<file path="src/pts_pkg.sv">
// package for the pwm time base selection register
package pts_pkg;
	localparam logic [3:0] REG_CHOICE0_OFS = 4'h0;
	localparam logic [3:0] REG_STATUS_OFS = 4'h4;
	localparam logic [7:0] CHOICE0_RESET = 8'h00;
	localparam int CHAN4_LSB = 6;
	localparam int CHAN3_LSB = 4;
	localparam int CHAN2_LSB = 2;
	localparam int CHAN1_LSB = 0;
	localparam int NUM_CHAN = 4;
	localparam logic [1:0] SEL_TMR_A = 2'h0;
	localparam logic [1:0] SEL_TMR_B = 2'h1;
	localparam logic [1:0] SEL_TMR_C = 2'h2;
	localparam logic [1:0] SEL_RSVD = 2'h3;
	localparam logic [1:0] RESP_OKAY = 2'h0;
	localparam logic [1:0] RESP_SLVERR = 2'h2;

	// one tick pulse from each period timer
	typedef struct packed {
		logic tick_c;
		logic tick_b;
		logic tick_a;
	} pts_ticks_s;

	typedef enum logic [2:0] {
		PTS_W_IDLE = 3'b001,
		PTS_W_RESP = 3'b010,
		PTS_W_HOLD = 3'b100
	} pts_wstate_e;
endpackage

</file>
<file path="src/pts_chan_mux.sv">
// one channel's time base multiplexer
`timescale 1ns/1ns
module pts_chan_mux (
	// clock and reset
	input wire logic ref_clk,
	input wire logic srst,
	// selection and timer ticks
	input wire logic [1:0] sel,
	input wire pts_pkg::pts_ticks_s ticks,
	// chosen time base tick
	output logic tick_out
);
	wire logic tick_d;

	// reserved code falls back to the first timer
	assign tick_d = (sel == pts_pkg::SEL_TMR_B) ? ticks.tick_b :
		(sel == pts_pkg::SEL_TMR_C) ? ticks.tick_c : ticks.tick_a;

	always_ff @(posedge ref_clk) begin
		if (srst) begin
			tick_out <= 1'b0;
		end else begin
			tick_out <= tick_d;
		end
	end
endmodule

</file>
<file path="src/pts_timebase_select.sv">
// pwm time base selection register with axi4-lite slave
// What this block does
// - channel 4 time base from timer picked by bits 7-6; 00 a, 01 b, 10 c.
// - channel 3 time base from timer picked by bits 5-4; 00 a, 01 b, 10 c.
// - channel 2 time base from timer picked by bits 3-2; 00 a, 01 b, 10 c.
// - channel 1 time base from timer picked by bits 1-0; 00 a, 01 b, 10 c.
`timescale 1ns/1ns
module pts_timebase_select (
	// clock and reset
	input wire logic ref_clk,
	input wire logic srst,
	// axi4-lite write address and data
	input wire logic [3:0] s_axi_awaddr,
	input wire logic s_axi_awvalid,
	output logic s_axi_awready,
	input wire logic [31:0] s_axi_wdata,
	input wire logic [3:0] s_axi_wstrb,
	input wire logic s_axi_wvalid,
	output logic s_axi_wready,
	// axi4-lite write response
	output logic [1:0] s_axi_bresp,
	output logic s_axi_bvalid,
	input wire logic s_axi_bready,
	// axi4-lite read
	input wire logic [3:0] s_axi_araddr,
	input wire logic s_axi_arvalid,
	output logic s_axi_arready,
	output logic [31:0] s_axi_rdata,
	output logic [1:0] s_axi_rresp,
	output logic s_axi_rvalid,
	input wire logic s_axi_rready,
	// period timer ticks and pwm mode per channel
	input wire pts_pkg::pts_ticks_s timer_ticks,
	input wire logic [3:0] pwm_mode,
	// time base ticks, channel 1 in bit 0
	output logic [3:0] chan_tick
);
	logic [7:0] choice_q;
	logic [7:0] choice_d;
	logic aw_got_q;
	logic w_got_q;
	logic [3:0] awaddr_q;
	logic [7:0] wdata_q;
	logic wstrb0_q;
	logic bvalid_q;
	logic [1:0] bresp_q;
	logic rvalid_q;
	logic [31:0] rdata_q;
	logic [1:0] rresp_q;
	logic [3:0] mux_tick;

	wire logic aw_take;
	wire logic w_take;
	wire logic both_held;
	wire logic wr_hit;
	wire logic ar_take;
	wire logic [31:0] rd_word;
	wire logic rd_hit;
	wire logic [3:0] status_bits;
	wire logic [1:0] sel [0:3];

	// address and data may come in either order; each is latched until both are here
	assign s_axi_awready = !aw_got_q && !bvalid_q;
	assign s_axi_wready = !w_got_q && !bvalid_q;
	assign aw_take = s_axi_awvalid && s_axi_awready;
	assign w_take = s_axi_wvalid && s_axi_wready;
	assign both_held = aw_got_q && w_got_q;
	assign wr_hit = awaddr_q == pts_pkg::REG_CHOICE0_OFS;
	assign choice_d = (both_held && wr_hit && wstrb0_q) ? wdata_q : choice_q;

	// bus write lands in the selector fields
	always_ff @(posedge ref_clk) begin
		if (srst) begin
			choice_q <= pts_pkg::CHOICE0_RESET;
		end else begin
			choice_q <= choice_d;
		end
	end

	always_ff @(posedge ref_clk) begin
		if (srst) begin
			aw_got_q <= 1'b0;
			w_got_q <= 1'b0;
			awaddr_q <= 4'h0;
			wdata_q <= 8'h00;
			wstrb0_q <= 1'b0;
		end else begin
			if (aw_take) begin
				aw_got_q <= 1'b1;
				awaddr_q <= {s_axi_awaddr[3:2], 2'h0};
			end else if (both_held) begin
				aw_got_q <= 1'b0;
			end
			if (w_take) begin
				w_got_q <= 1'b1;
				wdata_q <= s_axi_wdata[7:0];
				wstrb0_q <= s_axi_wstrb[0];
			end else if (both_held) begin
				w_got_q <= 1'b0;
			end
		end
	end

	// status register is read only, so writing it is an error
	always_ff @(posedge ref_clk) begin
		if (srst) begin
			bvalid_q <= 1'b0;
			bresp_q <= pts_pkg::RESP_OKAY;
		end else if (both_held) begin
			bvalid_q <= 1'b1;
			bresp_q <= wr_hit ? pts_pkg::RESP_OKAY : pts_pkg::RESP_SLVERR;
		end else if (s_axi_bready) begin
			bvalid_q <= 1'b0;
		end
	end
	assign s_axi_bvalid = bvalid_q;
	assign s_axi_bresp = bresp_q;

	// read side: status shows which channels are in pwm mode with a reserved code
	assign s_axi_arready = !rvalid_q;
	assign ar_take = s_axi_arvalid && s_axi_arready;
	assign rd_hit = s_axi_araddr[3:2] == pts_pkg::REG_CHOICE0_OFS[3:2] ||
		s_axi_araddr[3:2] == pts_pkg::REG_STATUS_OFS[3:2];
	assign rd_word = (s_axi_araddr[3:2] == pts_pkg::REG_CHOICE0_OFS[3:2]) ? {24'h000000, choice_q} :
		(s_axi_araddr[3:2] == pts_pkg::REG_STATUS_OFS[3:2]) ? {28'h0000000, status_bits} : 32'h00000000;

	always_ff @(posedge ref_clk) begin
		if (srst) begin
			rvalid_q <= 1'b0;
			rdata_q <= 32'h00000000;
			rresp_q <= pts_pkg::RESP_OKAY;
		end else if (ar_take) begin
			rvalid_q <= 1'b1;
			rdata_q <= rd_word;
			rresp_q <= rd_hit ? pts_pkg::RESP_OKAY : pts_pkg::RESP_SLVERR;
		end else if (s_axi_rready) begin
			rvalid_q <= 1'b0;
		end
	end
	assign s_axi_rvalid = rvalid_q;
	assign s_axi_rdata = rdata_q;
	assign s_axi_rresp = rresp_q;

	assign sel[3] = choice_q[pts_pkg::CHAN4_LSB +: 2];
	assign sel[2] = choice_q[pts_pkg::CHAN3_LSB +: 2];
	assign sel[1] = choice_q[pts_pkg::CHAN2_LSB +: 2];
	assign sel[0] = choice_q[pts_pkg::CHAN1_LSB +: 2];

	genvar gi;
	generate
		for (gi = 0; gi < pts_pkg::NUM_CHAN; gi++) begin : g_chan
			assign status_bits[gi] = pwm_mode[gi] && (sel[gi] == pts_pkg::SEL_RSVD);
			pts_chan_mux u_mux (
				.ref_clk(ref_clk),
				.srst(srst),
				.sel(sel[gi]),
				.ticks(timer_ticks),
				.tick_out(mux_tick[gi])
			);
			// outside pwm mode the channel gets no time base
			assign chan_tick[gi] = mux_tick[gi] && pwm_mode[gi];
		end
	endgenerate

	a_reset_clears: assert property (@(posedge ref_clk) srst |=> choice_q == pts_pkg::CHOICE0_RESET)
		else $error("selector not cleared by reset");
	a_write_lands: assert property (@(posedge ref_clk) disable iff (srst)
		(both_held && wr_hit && wstrb0_q) |=> choice_q == $past(wdata_q))
		else $error("write did not reach selector");
	// sampled reset keeps the first edge after release out, the mux still shows its reset value there
	a_chan4_tmr_c: assert property (@(posedge ref_clk) disable iff (srst)
		(!srst && pwm_mode[3] && sel[3] == pts_pkg::SEL_TMR_C) ##1 pwm_mode[3]
		|-> chan_tick[3] == $past(timer_ticks.tick_c))
		else $error("channel 4 not on timer c");
	a_chan4_tmr_b: assert property (@(posedge ref_clk) disable iff (srst)
		(!srst && pwm_mode[3] && sel[3] == pts_pkg::SEL_TMR_B) ##1 pwm_mode[3]
		|-> chan_tick[3] == $past(timer_ticks.tick_b))
		else $error("channel 4 not on timer b");
	a_chan3_tmr_b: assert property (@(posedge ref_clk) disable iff (srst)
		(!srst && pwm_mode[2] && sel[2] == pts_pkg::SEL_TMR_B) ##1 pwm_mode[2]
		|-> chan_tick[2] == $past(timer_ticks.tick_b))
		else $error("channel 3 not on timer b");
	a_chan3_tmr_c: assert property (@(posedge ref_clk) disable iff (srst)
		(!srst && pwm_mode[2] && sel[2] == pts_pkg::SEL_TMR_C) ##1 pwm_mode[2]
		|-> chan_tick[2] == $past(timer_ticks.tick_c))
		else $error("channel 3 not on timer c");
	a_chan2_tmr_a: assert property (@(posedge ref_clk) disable iff (srst)
		(!srst && pwm_mode[1] && sel[1] == pts_pkg::SEL_TMR_A) ##1 pwm_mode[1]
		|-> chan_tick[1] == $past(timer_ticks.tick_a))
		else $error("channel 2 not on timer a");
	a_chan2_tmr_b: assert property (@(posedge ref_clk) disable iff (srst)
		(!srst && pwm_mode[1] && sel[1] == pts_pkg::SEL_TMR_B) ##1 pwm_mode[1]
		|-> chan_tick[1] == $past(timer_ticks.tick_b))
		else $error("channel 2 not on timer b");
	a_chan1_tmr_c: assert property (@(posedge ref_clk) disable iff (srst)
		(!srst && pwm_mode[0] && sel[0] == pts_pkg::SEL_TMR_C) ##1 pwm_mode[0]
		|-> chan_tick[0] == $past(timer_ticks.tick_c))
		else $error("channel 1 not on timer c");
	a_chan1_tmr_b: assert property (@(posedge ref_clk) disable iff (srst)
		(!srst && pwm_mode[0] && sel[0] == pts_pkg::SEL_TMR_B) ##1 pwm_mode[0]
		|-> chan_tick[0] == $past(timer_ticks.tick_b))
		else $error("channel 1 not on timer b");
	a_rsvd_fallback: assert property (@(posedge ref_clk) disable iff (srst)
		(!srst && pwm_mode[0] && sel[0] == pts_pkg::SEL_RSVD) ##1 pwm_mode[0]
		|-> chan_tick[0] == $past(timer_ticks.tick_a))
		else $error("reserved code not on timer a");
	a_bresp_follows: assert property (@(posedge ref_clk) disable iff (srst)
		both_held |=> s_axi_bvalid)
		else $error("no write response");
	a_write_error: assert property (@(posedge ref_clk) disable iff (srst)
		(both_held && !wr_hit) |=> s_axi_bresp == pts_pkg::RESP_SLVERR)
		else $error("unmapped write not refused");
	a_choice_steady: assert property (@(posedge ref_clk) disable iff (srst)
		!(both_held && wr_hit && wstrb0_q) |=> $stable(choice_q))
		else $error("selector changed without write");
	a_ready_low: assert property (@(posedge ref_clk) disable iff (srst)
		s_axi_bvalid |-> !s_axi_awready && !s_axi_wready)
		else $error("write taken while response pending");
	a_rvalid_holds: assert property (@(posedge ref_clk) disable iff (srst)
		(s_axi_rvalid && !s_axi_rready) |=> s_axi_rvalid && $stable(s_axi_rdata))
		else $error("read data dropped");
	a_read_error: assert property (@(posedge ref_clk) disable iff (srst)
		(ar_take && !rd_hit) |=> s_axi_rresp == pts_pkg::RESP_SLVERR && s_axi_rdata == 32'h00000000)
		else $error("unmapped read not refused");
	c_write_reg: cover property (@(posedge ref_clk) both_held && wr_hit);
	c_write_error: cover property (@(posedge ref_clk) both_held && !wr_hit);
	c_read_status: cover property (@(posedge ref_clk) ar_take && s_axi_araddr[3:2] == 2'h1);
	c_rsvd_seen: cover property (@(posedge ref_clk) |status_bits);
	c_all_timer_c: cover property (@(posedge ref_clk) choice_q == 8'haa && pwm_mode == 4'hf);
endmodule

</file>
<file path="config.mk">
export PLATFORM = sky130hd
export DESIGN_NAME = pts_timebase_select
export DESIGN_NICKNAME = d
export VERILOG_FILES = /design/src/pts_pkg.sv /design/src/pts_chan_mux.sv /design/src/pts_timebase_select.sv
export SDC_FILE = /design/constraint.sdc
export NUM_CORES = 1
export LEC_CHECK = 0
export BUFFER_PORTS_ARGS = -buffer_cell sky130_fd_sc_hd__buf_2
export CORE_ASPECT_RATIO = 2
export CORE_MARGIN = 2
export CORE_UTILIZATION = 47
export DETAILED_ROUTE_END_ITERATION = 6
export PLACE_DENSITY = 0.83
export SLEW_MARGIN = 20
export SYNTH_ARGS = -nofsm -noshare
export SYNTH_HDL_FRONTEND = slang
export SYNTH_SLANG_ARGS = --single-unit
</file>
<file path="constraint.sdc">
create_clock -name ref_clk -period 2.2 [get_ports ref_clk]
set_clock_uncertainty 0.05 [all_clocks]
set_input_delay 0.22 -clock ref_clk [delete_from_list [all_inputs] [get_ports ref_clk]]
set_output_delay 0.22 -clock ref_clk [all_outputs]
set_load 0.005 [all_outputs]
</file>
Word-level counts from Yosys, hierarchy flattened
Index checks and enable logic that the tools add are counted.
{ "word_totals": {"inputBits": 58, "reg_bits": 63, "elab_cells": 74, "output_inout_bits": 45} }
{ "op_classes": {"eq_ne": 13, "mux": 19, "reduce_logical": 27} }
{ "op_table": {"columns": ["operator", "n"], "rows": [
  ["$eq A2 B2 Y1 const B", 8],
  ["$logic_and A1 B1 Y1", 16],
  ["$mux W1", 15],
  ["$eq A2 B1 Y1 const B", 5],
  ["$mux W8", 1],
  ["$reduce_bool A2 Y1", 4],
  ["$logic_not A1 Y1", 4],
  ["$logic_not A4 Y1", 1],
  ["$mux W2", 2],
  ["$mux W4", 1],
  ["$logic_not A2 Y1", 1],
  ["$logic_or A1 B1 Y1", 1]
]} }

Longest topological paths before layout
{ "logic_depth": {"ltp_word": 4, "mapped_depth": 4, "ltp_nobuf": 3} }

Hierarchy
From an unflattened synthesis, not the netlist that was laid out.
{ "hier_totals": {"cells_unflattened": 190, "hier_area_um2": 1803.0} }
{ "modules_own_cells": {"columns": ["module", "n_inst", "cells_per_inst", "seq_area_each_um2", "area_each_um2"], "rows": [
  ["pts_timebase_select", 1, 166, 660.6, 1562.7],
  ["pts_chan_mux", 4, 6, 20.0, 60.1]
]} }

Least setup slack after synthesis
Ideal clock, no wire load.
{ "synth_timing": {"path_type": "flip-flop to flip-flop", "startpoint": "reg rvalid_q (netlist: s_axi_rvalid)", "endpoint": "reg rdata_q[0] (netlist: s_axi_rdata[0])", "n_path_buf": 0, "period_less_slack_ns": 1.197, "required_time_ns": 2.080, "path_stages_with_launch": 4, "arrival_time_ns": 1.077, "setup_ns": 0.070, "setup_slack_ns": 1.003, "path_cell_list": "dfxtp_1 -> nand2b_1 -> or4b_1 -> a21oi_1"} }
{ "synth_between": {"elab_chain_cells": 2} }
{ "synth_lines": {"columns": ["item", "line", "rtl"], "rows": [
  ["start: declaration", "pts_timebase_select.sv:47", "logic rvalid_q;"],
  ["start signal: assignment", "pts_timebase_select.sv:129", "rvalid_q <= 1'b0;"],
  ["start signal: assignment", "pts_timebase_select.sv:133", "rvalid_q <= 1'b1;"],
  ["start signal: assignment", "pts_timebase_select.sv:137", "rvalid_q <= 1'b0;"],
  ["$logic_not A1 Y1", "pts_timebase_select.sv:120", "assign s_axi_arready = !rvalid_q;"],
  ["$logic_and A1 B1 Y1", "pts_timebase_select.sv:121", "assign ar_take = s_axi_arvalid && s_axi_arready;"],
  ["end signal: assignment", "pts_timebase_select.sv:134", "rdata_q <= rd_word;"],
  ["end: declaration", "pts_timebase_select.sv:48", "logic [31:0] rdata_q;"]
]} }
Every way passes these cells.
A chain may end at the register's enable or synchronous reset.

Final worst setup path
Same ends and word-level chain as after synthesis.

==> metrics.md <==
| Metric | Value |
|---|---|
| Status | `completed` |
| Post-route clock period utilization | `0.643` |
| Largest net degree at the start of global routing | `47` |
| Layout cell share with drive strength beyond 1 | `0.254` |
| Hold Crit Start | `s_axi_wdata[5]` |
| CTS tree | `built` |
| DR pass1 iterations | `2` |
| Ports | `103` |
| R2R depth | `4` |
| Crit-path max cell delay | `around 0.50 ns` |
| Register area share after synthesis | `0.419` |
| ANT cells | `0` |
| Max cap viols | `0` |
| Hold Path Cell Cnt | `3` |
| Crit path kind | `flip-flop to flip-flop` |
| Rows | `31` |
| Fill cell count | `347` |
| Mapped Cells | `between 150 and 200` |
| Gpl congestion | `just under 0.8` |
| GR Util All Layers | `0.147` |
| Area of the multi-input gates | `between 800 and 900 um^2` |
| Number of global-route vias before repair | `~1100` |
| Mapped cell area | `~0.0018 mm^2` |
| Post-layout util | `0.558` |
| Slowest cell on crit path | `or4b_1` |
| Leak | `slightly below 0.9 nW` |
| Die X | `47.4 um` |
| Crit. End Element | `flip-flop` |
| Synthesis-to-layout area growth | `13.8%` |
| Reg2Reg Setup Slack | `around 0.79 ns` |
| Number of I/O port buffers | `45` |
| Slew @ Worst Pin | `between 0.6 and 0.7 ns` |
| FF/Latch Area | `~740 um^2` |
| First-pass GRT wire length | `between 4000 and 5000 um` |
| Hold Buf Count CTS | `0` |
| Drt via density | `approximately 4.7` |
| Initial DRC count | `2` |
| CP arrival | `about 1.6 ns` |
| Critical Path RT | `2.35 ns` |
| Reg clk slew, reported paths | `0.06 ns` |
| Vert. Die Dim | `90.8 um` |
| Yosys reg bits | `37` |
| Family with the most delay on the worst path | `simple AND/OR/NAND/NOR gates` |
| Final wirelength | `just under 3000 um` |
| Clk_lat worst skew | `~0.28 ns` |
| CP Launch Type | `flip-flop` |
| Hold Crit Class | `input pin to flip-flop` |
| Final setup viols | `0` |
| Worst vdd ir | `a little under 0.4 mV` |
| Final hold violation count | `0` |
| Number of library cell types mapped by synthesis | `27` |
| Power density cells | `~630 mW/mm^2` |
| Core Area | `about 0.0036 mm^2` |
| CTS Buf Count | `5` |
| Worst R2R Start | `s_axi_rvalid` |
| Final HPWL DP | `~2200 um` |
| Total setup buffers inserted after CTS | `0` |
| Initial Util | `0.490` |
| CP bufs+invs | `1` |
| # DRC | `0` |
| Final antenna-violating net count | `0` |
| Capturing point of the worst reg2reg path | `s_axi_rdata[0]` |
| Clock Tree Root | `clkbuf_8` |
| Worst Hold End | `wdata_q[5]` |
| H-Tree Depth | `2` |
| Post-CTS sizing | `0` |
| CP max FO | `12` |
| Die Footprint | `around 0.0043 mm^2` |
| CTS Buffer Depth | `2` |
| Slew headroom | `0.552` |
| Clk sink count | `37` |
| Vias post-DR | `around 1300` |
| Avg WL per Cell | `approximately 10 um` |
| Setup TNS | `0 ns` |
| Yosys warns | `0` |
| Initial antenna violation count | `0` |
| Final nets | `291` |
| Min Tclk post-route | `1.41 ns` |
| Slew Limit Fails | `0` |
| RSZ-0062 raised after global routing | `false` |
| Syn Area/Cell | `approximately 9.5 um^2` |
| Worst-path cell chain | `nand2b_1 > buf_4 > or4b_1 > a21oi_1` |
| Global route overflow | `0` |
| Max Clk Rate | `~710 MHz` |
==> tightest hold or removal path, delay by kind of cell <==
kind                   cells  cell delay [ns]
muxes                      1             0.05
and+or+nand+nor            1             0.07
buffers and inverters      1             0.07
==> registers in the layout, indices dropped and copies added, names as in the netlist <==
register / cells
wdata_q: 8
s_axi_bvalid: 1
s_axi_rdata: 8
choice_q: 8
wstrb0_q: 1
g_chan.u_mux.tick_out: 4
awaddr_q: 2
s_axi_rresp: 1
s_axi_rvalid: 1
w_got_q: 1
aw_got_q: 1
s_axi_bresp: 1
==> metrics by stage <==
| step | instances | area (um^2) | power (mW) | hold slack, ns | setup WS [ns] |
|---|---|---|---|---|---|
| final | 281 | 2010 | 1.28 | 0.123 | 0.785 |
| after global placement | 275 | 1940 | 0.874 | 0.389 | 0.832 |
| after CTS | 281 | 2010 | 1.30 | 0.115 | 0.777 |
| after global routing | 281 | 2010 | 1.34 | 0.124 | 0.667 |
| after detailed placement | 275 | 1940 | 0.878 | 0.407 | 0.800 |
| after floorplan | 212 | 1860 | 0.856 | 0.314 | 1.00 |
==> kinds of logic (layout without fill, tap and decap cells) <==
family	count (synthesis)	count (layout)	synth area share
AO/OA/AOI/OAI	25	25	0.0955
buffers and inverters	37	57	0.141
flip-flops	37	37	0.419
multiplexers	24	24	0.136
other	1	26	0.00212
AND/OR/NAND/NOR	63	63	0.207
==> placed cells by master (no fill, tap or decap), types with 2 or more instances in the layout <==
master    synthesis  routed
buf_2             4      45
dfxtp_1          37      37
conb_1            1      26
mux2i_1          24      24
nor2_1           20      20
nand2b_1         18      18
a211oi_1          8       8
a21oi_1           6       6
clkbuf_8          0       5
and2_1            4       4
nor2b_1           4       4
a22oi_1           4       4
inv_1             3       3
and2b_2           3       3
a41oi_1           3       3
nand3b_1          3       3
o21ai_0           3       3
buf_4            28       3
nand2_1           2       2
nor3_1            2       2
==> report_power, final <==
group,switching (mW),internal (mW)
Combinational,0.0765,0.0723
Sequential,0.0176,0.696
Clock,0.207,0.208
==> worst max-delay path by stage <==
stage / startpoint / end / slack, ns / cells past startpoint
after floorplan: s_axi_rvalid / s_axi_rdata[0] / 1.00 / 3
after global placement: s_axi_rvalid / s_axi_rdata[0] / 0.83 / 4
after detailed placement: s_axi_rvalid / s_axi_rdata[0] / 0.80 / 4
after CTS: s_axi_rvalid / s_axi_rdata[0] / 0.78 / 4
after global routing: s_axi_rvalid / s_axi_rdata[4] / 0.67 / 3
final: s_axi_rvalid / s_axi_rdata[0] / 0.79 / 4
==> cell type report <==
cell class / instances / area share
clock inverters: 1 / 0.00249
repair buffers: 48 / 0.123
multi-input cells: 138 / 0.436
clock buffers: 5 / 0.0342
well taps: 49 / 0.0305
flip-flops and latches: 37 / 0.368
inverters: 3 / 0.00559
==> cells in the mapped netlist <==
master    count  area, um^2
buf_4        28         210
or4b_1        1        10.0
or2b_1        1        7.51
a21oi_1       6        30.0
nor3_1        2        10.0
a22oi_1       4        30.0
a211oi_1      8        60.1
inv_1         3        11.3
nor4b_2       1        15.0
or3_1         1        6.26
nand2_1       2        7.51
mux2i_1      24         240
a21boi_0      1        7.51
nor2_1       20        75.1
nand3b_1      3        22.5
nor4b_1       1        8.76
nand2b_1     18         113
conb_1        1        3.75
nor2b_1       4        25.0
a41oi_1       3        26.3
buf_2         4        20.0
o21ai_0       3        15.0
and2_1        4        25.0
and2b_2       3        26.3
nor3b_1       2        15.0
clkbuf_1      2        7.51
dfxtp_1      37         741
==> metal layers <==
| metal | up-vias | global-route usage | wire [um] |
|---|---|---|---|
| li1 | 672 | - | - |
| met1 | 575 | 0.133 | 1110 |
| met2 | 52 | 0.256 | 1550 |
| met3 | 8 | 0.0420 | 207 |
| met4 | 0 | 0.0903 | 85 |
| met5 | - | 0 | 0 |
No activity file was read; power rests on OpenSTA's default activity.
